===== config.mk =====
export PLATFORM = sky130hd
export DESIGN_NAME = downstream_slot_hotplug_ctrl
export DESIGN_NICKNAME = d
export VERILOG_FILES = /design/src/rtl/slot_hotplug_pkg.sv /design/src/rtl/downstream_slot_hotplug_ctrl.sv
export SDC_FILE = /design/constraint.sdc
export NUM_CORES = 1
export LEC_CHECK = 0
export BUFFER_PORTS_ARGS = -buffer_cell sky130_fd_sc_hd__buf_4
export CORE_ASPECT_RATIO = 1.4
export CORE_UTILIZATION = 57
export DETAILED_ROUTE_END_ITERATION = 6
export PLACE_DENSITY_LB_ADDON = 0.3
export SLEW_MARGIN = 25
export SYNTH_ARGS = -nofsm -noshare
export SYNTH_HDL_FRONTEND = slang
export SYNTH_SLANG_ARGS = --single-unit

===== constraint.sdc =====
create_clock -name clk -period 6.6 [get_ports clk]
set_input_delay 0.66 -clock clk [delete_from_list [all_inputs] [get_ports clk]]
set_output_delay 0.66 -clock clk [all_outputs]
set_load 0.01 [all_outputs]

===== src/rtl/slot_hotplug_pkg.sv =====
package slot_hotplug_pkg;

    // ---------------------------------------------------------------
    // Timing
    // ---------------------------------------------------------------
    localparam int CLK_KHZ           = 125000;
    localparam int ILK_PULSE_MS      = 125;
    localparam int ILK_PULSE_CYC     = ILK_PULSE_MS * CLK_KHZ;
    localparam int MS_CYC            = CLK_KHZ;
    localparam int ILK_CNT_W         = 24;
    localparam int MS_CNT_W          = 17;

    // ---------------------------------------------------------------
    // Register byte offsets
    // ---------------------------------------------------------------
    localparam logic [7:0] OFS_SLOT_CAP = 8'h00;
    localparam logic [7:0] OFS_HP_CFG   = 8'h04;
    localparam logic [7:0] OFS_SLOT_CTL = 8'h08;
    localparam logic [7:0] OFS_SLOT_STS = 8'h0C;
    localparam logic [7:0] OFS_PM_CTL   = 8'h10;
    localparam logic [7:0] OFS_GE_STS   = 8'h14;

    // ---------------------------------------------------------------
    // Slot inputs and event bits
    // ---------------------------------------------------------------
    localparam int IN_BTN  = 0;
    localparam int IN_FLT  = 1;
    localparam int IN_LAT  = 2;
    localparam int IN_PRS  = 3;
    localparam int IN_PGD  = 4;
    localparam int NUM_IN  = 5;
    localparam int NUM_EV  = 5;
    localparam int EV_CC   = 4;

    // Slot capabilities
    localparam int CAP_HPC  = 0;
    localparam int CAP_LATCH_PRESENT_BIT = 1;

    // Hot-plug configuration: bits 0..4 input polarity, 5..8 output polarity
    localparam int CFG_POL_OUT  = 5;
    localparam int OUT_ATTN     = 0;
    localparam int OUT_PIND     = 1;
    localparam int OUT_PEN      = 2;
    localparam int OUT_ILK      = 3;
    localparam int NUM_OUT      = 4;
    localparam int CFG_TOGGLE   = 9;
    localparam int CFG_LAT_ILK  = 10;
    localparam int CFG_AUTO_OFF = 11;
    localparam int CFG_W        = 12;

    // Slot control: bits 0..4 event masks
    localparam int CTL_IRQ_ON   = 5;
    localparam int CTL_ATTN     = 6;
    localparam int CTL_PIND     = 7;
    localparam int CTL_PWR_OFF  = 8;
    localparam int CTL_ILK_CMD  = 9;
    localparam int CTL_W        = 9;

    // Slot status: bits 0..4 flags
    localparam int STS_LAT_ST   = 5;
    localparam int STS_PRS_ST   = 6;
    localparam int STS_ILK_ST   = 7;
    localparam int STS_PGD_ST   = 8;

    // Power management / event routing
    localparam int PM_MSI_EN    = 0;
    localparam int PM_INTX_DIS  = 1;
    localparam int PM_D3_PORT   = 2;
    localparam int PM_D3_SWITCH = 3;
    localparam int PM_GE_CTL    = 4;
    localparam int PM_GPIO_ALT  = 5;
    localparam int PM_W         = 6;
    localparam int PM_WAKE_STS  = 8;
    localparam int PM_TO_LSB    = 16;
    localparam int PM_TO_W      = 16;

    localparam logic [PM_TO_W-1:0] PME_TO_RESET = 16'h0064;
    localparam logic [CFG_W-1:0]   CFG_RESET    = 12'h000;
    localparam logic [CTL_W-1:0]   CTL_RESET    = 9'h11F;

    typedef enum logic [1:0] {BUS_IDLE, BUS_RD_WAIT} bus_state_e;

endpackage : slot_hotplug_pkg


===== src/rtl/downstream_slot_hotplug_ctrl.sv =====
`timescale 1ns/10ps
module downstream_slot_hotplug_ctrl
    import slot_hotplug_pkg::*;
#(
    parameter int ILK_CYCLES = ILK_PULSE_CYC,
    parameter int MS_CYCLES  = MS_CYC
) (
    input  wire logic        clk,
    input  wire logic        arst_n,
    input  wire logic        hsel,
    input  wire logic [31:0] haddr,
    input  wire logic [1:0]  htrans,
    input  wire logic        hwrite,
    input  wire logic [2:0]  hsize,
    input  wire logic        hready,
    input  wire logic [31:0] hwdata,
    output logic             hreadyout,
    output logic [31:0]      hrdata,
    output logic             hresp,
    input  wire logic        attention_button_in,
    input  wire logic        presence_detect_in,
    input  wire logic        power_fault_in,
    input  wire logic        retention_latch_in,
    input  wire logic        slot_power_good_in,
    output logic             attention_indicator_out,
    output logic             power_indicator_out,
    output logic             slot_power_enable_out,
    output logic             interlock_out,
    output logic             intx_assert,
    output logic             msi_req,
    output logic             pme_msg_req,
    output logic             general_event_out,
    output logic             gpio7_out
);

    // ---------------------------------------------------------------
    // State
    // ---------------------------------------------------------------
    typedef struct packed {
        logic [NUM_IN-1:0]    sync1;
        logic [NUM_IN-1:0]    sync2;
        logic [NUM_IN-1:0]    prev;
        logic                 primed;
        logic [1:0]           cap;
        logic [CFG_W-1:0]     cfg;
        logic [CTL_W-1:0]     ctl;
        logic [NUM_EV-1:0]    flags;
        logic [PM_W-1:0]      pm;
        logic [PM_TO_W-1:0]   pme_to;
        logic                 wake_sts;
        logic                 ge_sts;
        logic                 ilk;
        logic [ILK_CNT_W-1:0] ilk_cnt;
        logic [MS_CNT_W-1:0]  ms_cnt;
        logic [PM_TO_W-1:0]   pme_ms;
        bus_state_e           bus;
        logic                 wr_pend;
        logic [7:0]           addr_q;
        logic                 hready_o;
        logic [31:0]          rdata;
        logic [NUM_OUT-1:0]   slot_o;
        logic                 intx_o;
        logic                 msi_o;
        logic                 pme_o;
        logic                 ge_o;
        logic                 gpio_o;
    } state_s;

    state_s state_reg;
    state_s state_next;
    logic   rst_meta;
    logic   rst_n_s;

    // Full count loaded, so the interlock stays asserted for exactly ILK_CYCLES edges
    localparam logic [ILK_CNT_W-1:0] ILK_LOAD = ILK_CNT_W'(ILK_CYCLES);
    localparam logic [MS_CNT_W-1:0]  MS_LOAD  = MS_CNT_W'(MS_CYCLES - 1);

    // ---------------------------------------------------------------
    // Reset release
    // ---------------------------------------------------------------
    // Two flops, so every register leaves reset on the same edge
    always_ff @(posedge clk or negedge arst_n) begin
        if (!arst_n) begin
            rst_meta <= 1'b0;
            rst_n_s  <= 1'b0;
        end else begin
            rst_meta <= 1'b1;
            rst_n_s  <= rst_meta;
        end
    end

    // ---------------------------------------------------------------
    // Next state
    // ---------------------------------------------------------------
    always_comb begin
        // ------------------------
        // Working values
        // ------------------------
        logic [NUM_IN-1:0] cur;
        logic [NUM_EV-1:0] ev;
        logic [NUM_EV-1:0] unmasked;
        logic [NUM_EV-1:0] clr;
        logic [NUM_OUT-1:0] lvl;
        logic [31:0]       rd;
        logic              enabled;
        logic              d3;
        logic              ge_mode;
        logic              any_new;
        logic              wake_new;
        logic              ilk_cmd;
        logic              ge_clr;
        logic              wake_clr;
        logic              pme_retry;
        logic              latch_open;
        logic              take;
        // ------------------------
        // Defaults
        // ------------------------
        cur        = '0;
        ev         = '0;
        unmasked   = '0;
        clr        = '0;
        lvl        = '0;
        rd         = '0;
        enabled    = 1'b0;
        d3         = 1'b0;
        ge_mode    = 1'b0;
        any_new    = 1'b0;
        wake_new   = 1'b0;
        ilk_cmd    = 1'b0;
        ge_clr     = 1'b0;
        wake_clr   = 1'b0;
        pme_retry  = 1'b0;
        latch_open = 1'b0;
        take       = 1'b0;
        state_next = state_reg;

        // ------------------------
        // Two-stage capture of expander inputs
        // ------------------------
        state_next.sync1 = {slot_power_good_in, presence_detect_in, retention_latch_in,
                            power_fault_in, attention_button_in};
        state_next.sync2 = state_reg.sync1;
        cur = state_reg.sync2 ^ state_reg.cfg[NUM_IN-1:0];
        state_next.prev   = cur;
        state_next.primed = 1'b1;

        enabled = state_reg.cap[CAP_HPC];
        ge_mode = state_reg.pm[PM_GE_CTL];
        d3      = state_reg.pm[PM_D3_PORT] | state_reg.pm[PM_D3_SWITCH];
        latch_open = cur[IN_LAT];

        // ------------------------
        // Input events; first sample after reset only primes the history
        // ------------------------
        // Changing polarity while capable looks like an input edge
        if (enabled && state_reg.primed) begin
            ev[IN_BTN] = cur[IN_BTN] & ~state_reg.prev[IN_BTN];
            ev[IN_FLT] = cur[IN_FLT] & ~state_reg.prev[IN_FLT];
            ev[IN_LAT] = cur[IN_LAT] ^ state_reg.prev[IN_LAT];
            ev[IN_PRS] = cur[IN_PRS] ^ state_reg.prev[IN_PRS];
        end

        // ------------------------
        // Bus: write data phase
        // ------------------------
        if (state_reg.wr_pend) begin
            if (state_reg.addr_q == OFS_SLOT_CAP) begin
                state_next.cap = hwdata[1:0];
            end else if (state_reg.addr_q == OFS_HP_CFG) begin
                state_next.cfg = hwdata[CFG_W-1:0];
            end else if (state_reg.addr_q == OFS_SLOT_CTL) begin
                state_next.ctl = hwdata[CTL_W-1:0];
                ilk_cmd = hwdata[CTL_ILK_CMD] & enabled;
                ev[EV_CC] = enabled;
            end else if (state_reg.addr_q == OFS_SLOT_STS) begin
                clr = hwdata[NUM_EV-1:0];
            end else if (state_reg.addr_q == OFS_PM_CTL) begin
                state_next.pm     = hwdata[PM_W-1:0];
                state_next.pme_to = hwdata[PM_TO_LSB +: PM_TO_W];
                wake_clr = hwdata[PM_WAKE_STS];
            end else if (state_reg.addr_q == OFS_GE_STS) begin
                ge_clr = hwdata[0];
            end
        end

        // ------------------------
        // Flags: a new event wins over a clear in the same cycle
        // ------------------------
        state_next.flags = (state_reg.flags & ~clr) | ev;
        // Masks and enable as just written, so a command that disables interrupts raises none
        unmasked = ev & ~state_next.ctl[NUM_EV-1:0];
        any_new  = |unmasked;
        wake_new = (|unmasked[NUM_EV-2:0]) & d3 & ~ge_mode;

        // ------------------------
        // General event routing
        // ------------------------
        state_next.ge_sts = (state_reg.ge_sts & ~ge_clr) | (any_new & ge_mode);
        state_next.ge_o   = state_next.ge_sts;
        state_next.gpio_o = state_next.ge_sts & state_reg.pm[PM_GPIO_ALT];

        // ------------------------
        // Interrupt delivery
        // ------------------------
        state_next.msi_o  = any_new & ~ge_mode & state_next.ctl[CTL_IRQ_ON]
                            & state_reg.pm[PM_MSI_EN];
        state_next.intx_o = (|(state_next.flags & ~state_next.ctl[NUM_EV-1:0]))
                            & state_next.ctl[CTL_IRQ_ON] & ~state_next.pm[PM_GE_CTL]
                            & ~state_next.pm[PM_MSI_EN] & ~state_next.pm[PM_INTX_DIS];

        // ------------------------
        // Wake messages with resend timer
        // ------------------------
        state_next.pme_o = 1'b0;
        if (state_reg.ms_cnt == '0) begin
            state_next.ms_cnt = MS_LOAD;
        end else begin
            state_next.ms_cnt = state_reg.ms_cnt - 1'b1;
        end
        if (state_reg.wake_sts && state_reg.ms_cnt == '0) begin
            if (state_reg.pme_ms <= 16'h0001) begin
                // A resend is a wake message too, so general-event mode blocks it
                pme_retry = (state_reg.pme_to != '0) & ~ge_mode;
            end else begin
                state_next.pme_ms = state_reg.pme_ms - 1'b1;
            end
        end
        if (wake_new || pme_retry) begin
            state_next.pme_o  = 1'b1;
            state_next.pme_ms = state_reg.pme_to;
            state_next.ms_cnt = MS_LOAD;
        end
        state_next.wake_sts = (state_reg.wake_sts & ~wake_clr) | wake_new;

        // ------------------------
        // Interlock: timed pulse or toggle
        // ------------------------
        if (state_reg.ilk_cnt != '0) begin
            state_next.ilk_cnt = state_reg.ilk_cnt - 1'b1;
            if (state_reg.ilk_cnt == 24'h000001) begin
                state_next.ilk = 1'b0;
            end
        end
        if (ilk_cmd) begin
            if (state_reg.cfg[CFG_TOGGLE]) begin
                state_next.ilk     = ~state_reg.ilk;
                state_next.ilk_cnt = '0;
            end else if (!state_reg.ilk) begin
                state_next.ilk     = 1'b1;
                state_next.ilk_cnt = ILK_LOAD;
            end
        end

        // ------------------------
        // Slot outputs, logical level then polarity
        // ------------------------
        lvl[OUT_ATTN] = enabled & state_reg.ctl[CTL_ATTN];
        lvl[OUT_PIND] = enabled & state_reg.ctl[CTL_PIND];
        lvl[OUT_PEN]  = enabled & ~state_reg.ctl[CTL_PWR_OFF]
                        & ~(state_reg.cfg[CFG_AUTO_OFF] & state_reg.cap[CAP_LATCH_PRESENT_BIT] & latch_open);
        lvl[OUT_ILK]  = enabled & state_reg.ilk;
        state_next.slot_o = lvl ^ state_reg.cfg[CFG_POL_OUT +: NUM_OUT];

        // ------------------------
        // Read mux
        // ------------------------
        if (state_reg.addr_q == OFS_SLOT_CAP) begin
            rd[1:0] = state_reg.cap;
        end else if (state_reg.addr_q == OFS_HP_CFG) begin
            rd[CFG_W-1:0] = state_reg.cfg;
        end else if (state_reg.addr_q == OFS_SLOT_CTL) begin
            rd[CTL_W-1:0] = state_reg.ctl;
        end else if (state_reg.addr_q == OFS_SLOT_STS) begin
            rd[NUM_EV-1:0] = state_reg.flags;
            rd[STS_LAT_ST] = state_reg.cfg[CFG_LAT_ILK] ? 1'b0 : cur[IN_LAT];
            rd[STS_PRS_ST] = cur[IN_PRS];
            rd[STS_ILK_ST] = state_reg.cfg[CFG_LAT_ILK] ? cur[IN_LAT]
                                                        : state_reg.slot_o[OUT_ILK];
            rd[STS_PGD_ST] = cur[IN_PGD];
        end else if (state_reg.addr_q == OFS_PM_CTL) begin
            rd[PM_W-1:0]              = state_reg.pm;
            rd[PM_WAKE_STS]           = state_reg.wake_sts;
            rd[PM_TO_LSB +: PM_TO_W]  = state_reg.pme_to;
        end else if (state_reg.addr_q == OFS_GE_STS) begin
            rd[0] = state_reg.ge_sts;
        end

        // ------------------------
        // AHB-Lite slave: writes zero-wait, reads one wait state
        // ------------------------
        take = hsel & htrans[1] & hready;
        state_next.wr_pend = 1'b0;
        case (state_reg.bus)
            BUS_IDLE: begin
                state_next.hready_o = 1'b1;
                if (take) begin
                    state_next.addr_q = {haddr[7:2], 2'b00};
                    if (hwrite) begin
                        state_next.wr_pend = 1'b1;
                    end else begin
                        state_next.bus      = BUS_RD_WAIT;
                        state_next.hready_o = 1'b0;
                    end
                end
            end
            BUS_RD_WAIT: begin
                state_next.rdata    = rd;
                state_next.hready_o = 1'b1;
                state_next.bus      = BUS_IDLE;
            end
            default: begin
                state_next.bus = BUS_IDLE;
            end
        endcase
    end

    // ---------------------------------------------------------------
    // Registers
    // ---------------------------------------------------------------
    always_ff @(posedge clk or negedge rst_n_s) begin
        if (!rst_n_s) begin
            state_reg          <= '0;
            state_reg.cfg      <= CFG_RESET;
            state_reg.ctl      <= CTL_RESET;
            state_reg.pme_to   <= PME_TO_RESET;
            state_reg.hready_o <= 1'b1;
            state_reg.bus      <= BUS_IDLE;
        end else begin
            state_reg <= state_next;
        end
    end

    // ---------------------------------------------------------------
    // Outputs
    // ---------------------------------------------------------------
    assign hreadyout               = state_reg.hready_o;
    assign hrdata                  = state_reg.rdata;
    assign hresp                   = 1'b0;
    assign attention_indicator_out = state_reg.slot_o[OUT_ATTN];
    assign power_indicator_out     = state_reg.slot_o[OUT_PIND];
    assign slot_power_enable_out   = state_reg.slot_o[OUT_PEN];
    assign interlock_out           = state_reg.slot_o[OUT_ILK];
    assign intx_assert             = state_reg.intx_o;
    assign msi_req                 = state_reg.msi_o;
    assign pme_msg_req             = state_reg.pme_o;
    assign general_event_out       = state_reg.ge_o;
    assign gpio7_out               = state_reg.gpio_o;

endmodule : downstream_slot_hotplug_ctrl


==> results.cfg <==
[setup_path]
worst-path-max-fanout = 22
startpoint = state_reg[44]$_DFFE_PN0P_
cp-endpoint = state_reg[68]$_DFFE_PN0P_
cp.arrival_ns = 3.72
r2r_cells = 7
reg2reg_from = state_reg[44]$_DFFE_PN0P_
endpoint_kind = flop
r2r_slack_ns = 3.18
startpoint_type = flop
worstSetupPathType = reg2reg
worstPathRequired_ns = 6.90
r2r_end = state_reg[68]$_DFFE_PN0P_

[sta]
finClkSkew_ns = 0.00778
relSlewSlack_pct = 33.9
finalHoldViolations = 0
setup_slack_ns = 3.18
finalSetupViolCount = 0
finalMaxSlewViolations = 0
worstMarginPinSlew_ns = 0.991
fmax_ghz = 0.293
rsz0062_at_grt = no
tns_ns = 0
final.min_clock_period_ns = 3.42
finalCritPeriodShare_pct = 51.7

[floorplan]
start_util_pct = 58.6
core_area_sq_um = 13900
rows = 51
io_pins = 122
fp.dieW_microns = 103
die_y_microns = 143
die_area_sq_um = 14800

[global_routing]
grt_pass1_vias = 5727
grt_usage_pct = 25.7
grt_overflow = 0
grt_start_max_net_pins = 72
antenna_found_initial = 0
grt_pass1_wl_mm = 28.6

[finish]
fin_nets = 889
area_growth_pct = 14.1
antennaDiodeCount = 0
seq_area_sq_um = 4320
fin_util_pct = 66.9
largest_reg_flops = 127
fillCellCount = 1091
drive_gt1_share_pct = 24.9
multi_input_area_sq_um = 3310

[pwr]
vdd_drop_max_mv = 0.243
power.density_nw_per_um2 = 292
p_leak_nw = 4.20

[placed_design]
dp_hpwl_mm = 12.3
port_buffers = 82
gp_congestion = 0.910
dp_slack_ns = 3.24

[clock_network]
postCtsResizedCells = 0
clkTransAtPathRegs_ns = 0.06
cts.sinks = 172
root_buffer = clkbuf_16
cts_buffer_depth = 2
htree_num_levels = 4
clock_latency_ns = 0.42
cts_tree = built
postCtsSetupRepairBufs = 0
cts_buffers = 17

[detailed_routing]
routed_wirelength_mm = 17.6
dr.pass1.iters = 5
vias_per_cell = 5.72
ant_nets = 0
vias = 5734
drtIter0Drc = 320
drc = 0
wire_per_inst_microns = 17.6

[flow_run]
maxCapViolCount = 0

[outcome]
status = finished, final reports clean

[synthesis]
ys_ff_latch = 172
synthArstFlopShare_pct = 100
synth_edf_count = 0
synth-seq-area-share_pct = 53.0
postSynthCellCount = 751
ys_warn_count = 0
synth.distinct_cells = 63
yosys_most_used_dff = dfrtp_1
syn_area_sq_um = 8150
avgSynthCellArea_sq_um = 10.9

[min_path]
min_path_type = reg2async
==> worst min path at each step <==
stage	start	end	slack (ns)	cells past startpoint
2_1_floorplan	rst_meta$_DFF_PN0_	rst_n_s$_DFF_PN0_	0.33	0
3_3_place_gp	state_next[171]$_DFF_PN0_	state_reg[171]$_DFF_PN0_	0.33	0
3_5_place_dp	state_next[169]$_DFF_PN0_	state_reg[169]$_DFF_PN0_	0.34	0
4_1_cts	attention_button_in	state_next[169]$_DFF_PN0_	0.32	1
5_1_grt	attention_button_in	state_next[169]$_DFF_PN0_	0.32	1
6_report	rst_n_s$_DFF_PN0_	state_reg[155]$_DFFE_PN0P_	0.33	0
==> metrics by stage <==
step,instance area (sq um),std cells,power (mW),hold WS [ns]
after CTS,9300,1003,2.73,0.324
after global placement,8690,970,1.71,0.334
after floorplan,8170,756,1.60,0.331
final,9300,1003,2.72,0.333
after detailed placement,8690,970,1.73,0.336
after global routing,9300,1003,2.84,0.318
==> Yosys cell counts, types with 6 or more instances <==
library cell  count  area, sq um
a21oi_1          21          105
a221oi_1          6         52.6
and3_1            9         56.3
buf_4            33          248
clkbuf_1         20         75.1
dfrtp_1         162         4050
dfstp_2          10          263
inv_1            43          161
mux2_2           55          619
mux2_4            7          105
nand2_1          60          225
nand2b_1          8         50.1
nand3_1          12         60.1
nand3b_1          6         45.0
nor2_1           61          229
nor3_1           24          120
nor4_1           20          125
o21ai_0          39          195
o31ai_1           7         52.6
or4_1             7         52.6
xnor2_1          34          298
xor2_1           19          166
==> cell families (layout without fill, tap and decap cells) <==
kind of cell / after synthesis / after routing / synth area share [%]
fa+ha+maj: 5 / 5 / 0.768
mux: 67 / 67 / 9.66
flops: 172 / 172 / 53.0
compound gates: 105 / 105 / 8.23
xor+xnor: 55 / 55 / 6.25
other cells: 2 / 7 / 0.0921
buf+inv: 102 / 164 / 6.60
simple gates: 243 / 243 / 15.4
==> final cells by class <==
type	count	area share, %
sequential	172	46.4
multi-input combinational	482	35.6
timing repair buffer	89	7.21
clock buffer	22	5.31
tap	185	2.49
inverter	43	1.74
clock inverter	10	1.18
==> worst max-delay path, cell delays in order, from the launching register on <==
cell	delay, ns
dfrtp_1	0.63
and4bb_2	0.48
nand3_1	0.11
and3_1	0.26
o41ai_2	0.38
buf_4	0.21
and2_1	0.79
mux2_2	0.42
==> power by group <==
part,leakage [nW],internal (mW),switching [mW],total (mW)
combinational,1.83,0.196,0.190,0.386
clock,0.302,0.606,0.394,1.00
sequential,2.07,1.19,0.140,1.33
total,4.20,1.99,0.723,2.72
==> layer usage <==
layer  track usage, %  up-vias  wire length [microns]
met1             32.1     2826                   7290
met4             11.6        0                    529
met2             42.4      174                   9000
li1                 -     2689                      -
met3             5.84       45                    826
met5                0        -                      0
==> repair_timing <==
item | in CTS | in global routing
hold buffers | 1 | 0
endpoints found under the setup margin | 0 | 0
endpoints found under the hold margin | 2 | 0
==> cells in the final DEF (no fill, tap or decap), drive strengths merged, types with 6 or more instances in the layout <==
| cell | instances |
|---|---|
| a21oi | 21 |
| a221oi | 6 |
| and3 | 9 |
| buf | 88 |
| clkbuf | 22 |
| clkinv | 6 |
| conb | 7 |
| dfrtp | 162 |
| dfstp | 10 |
| inv | 44 |
| mux2 | 62 |
| nand2 | 60 |
| nand2b | 8 |
| nand3 | 12 |
| nand3b | 6 |
| nor2 | 62 |
| nor3 | 24 |
| nor4 | 21 |
| o21ai | 39 |
| o31ai | 7 |
| or4 | 9 |
| xnor2 | 34 |
| xor2 | 19 |
Power figures use the tool's default switching activity.
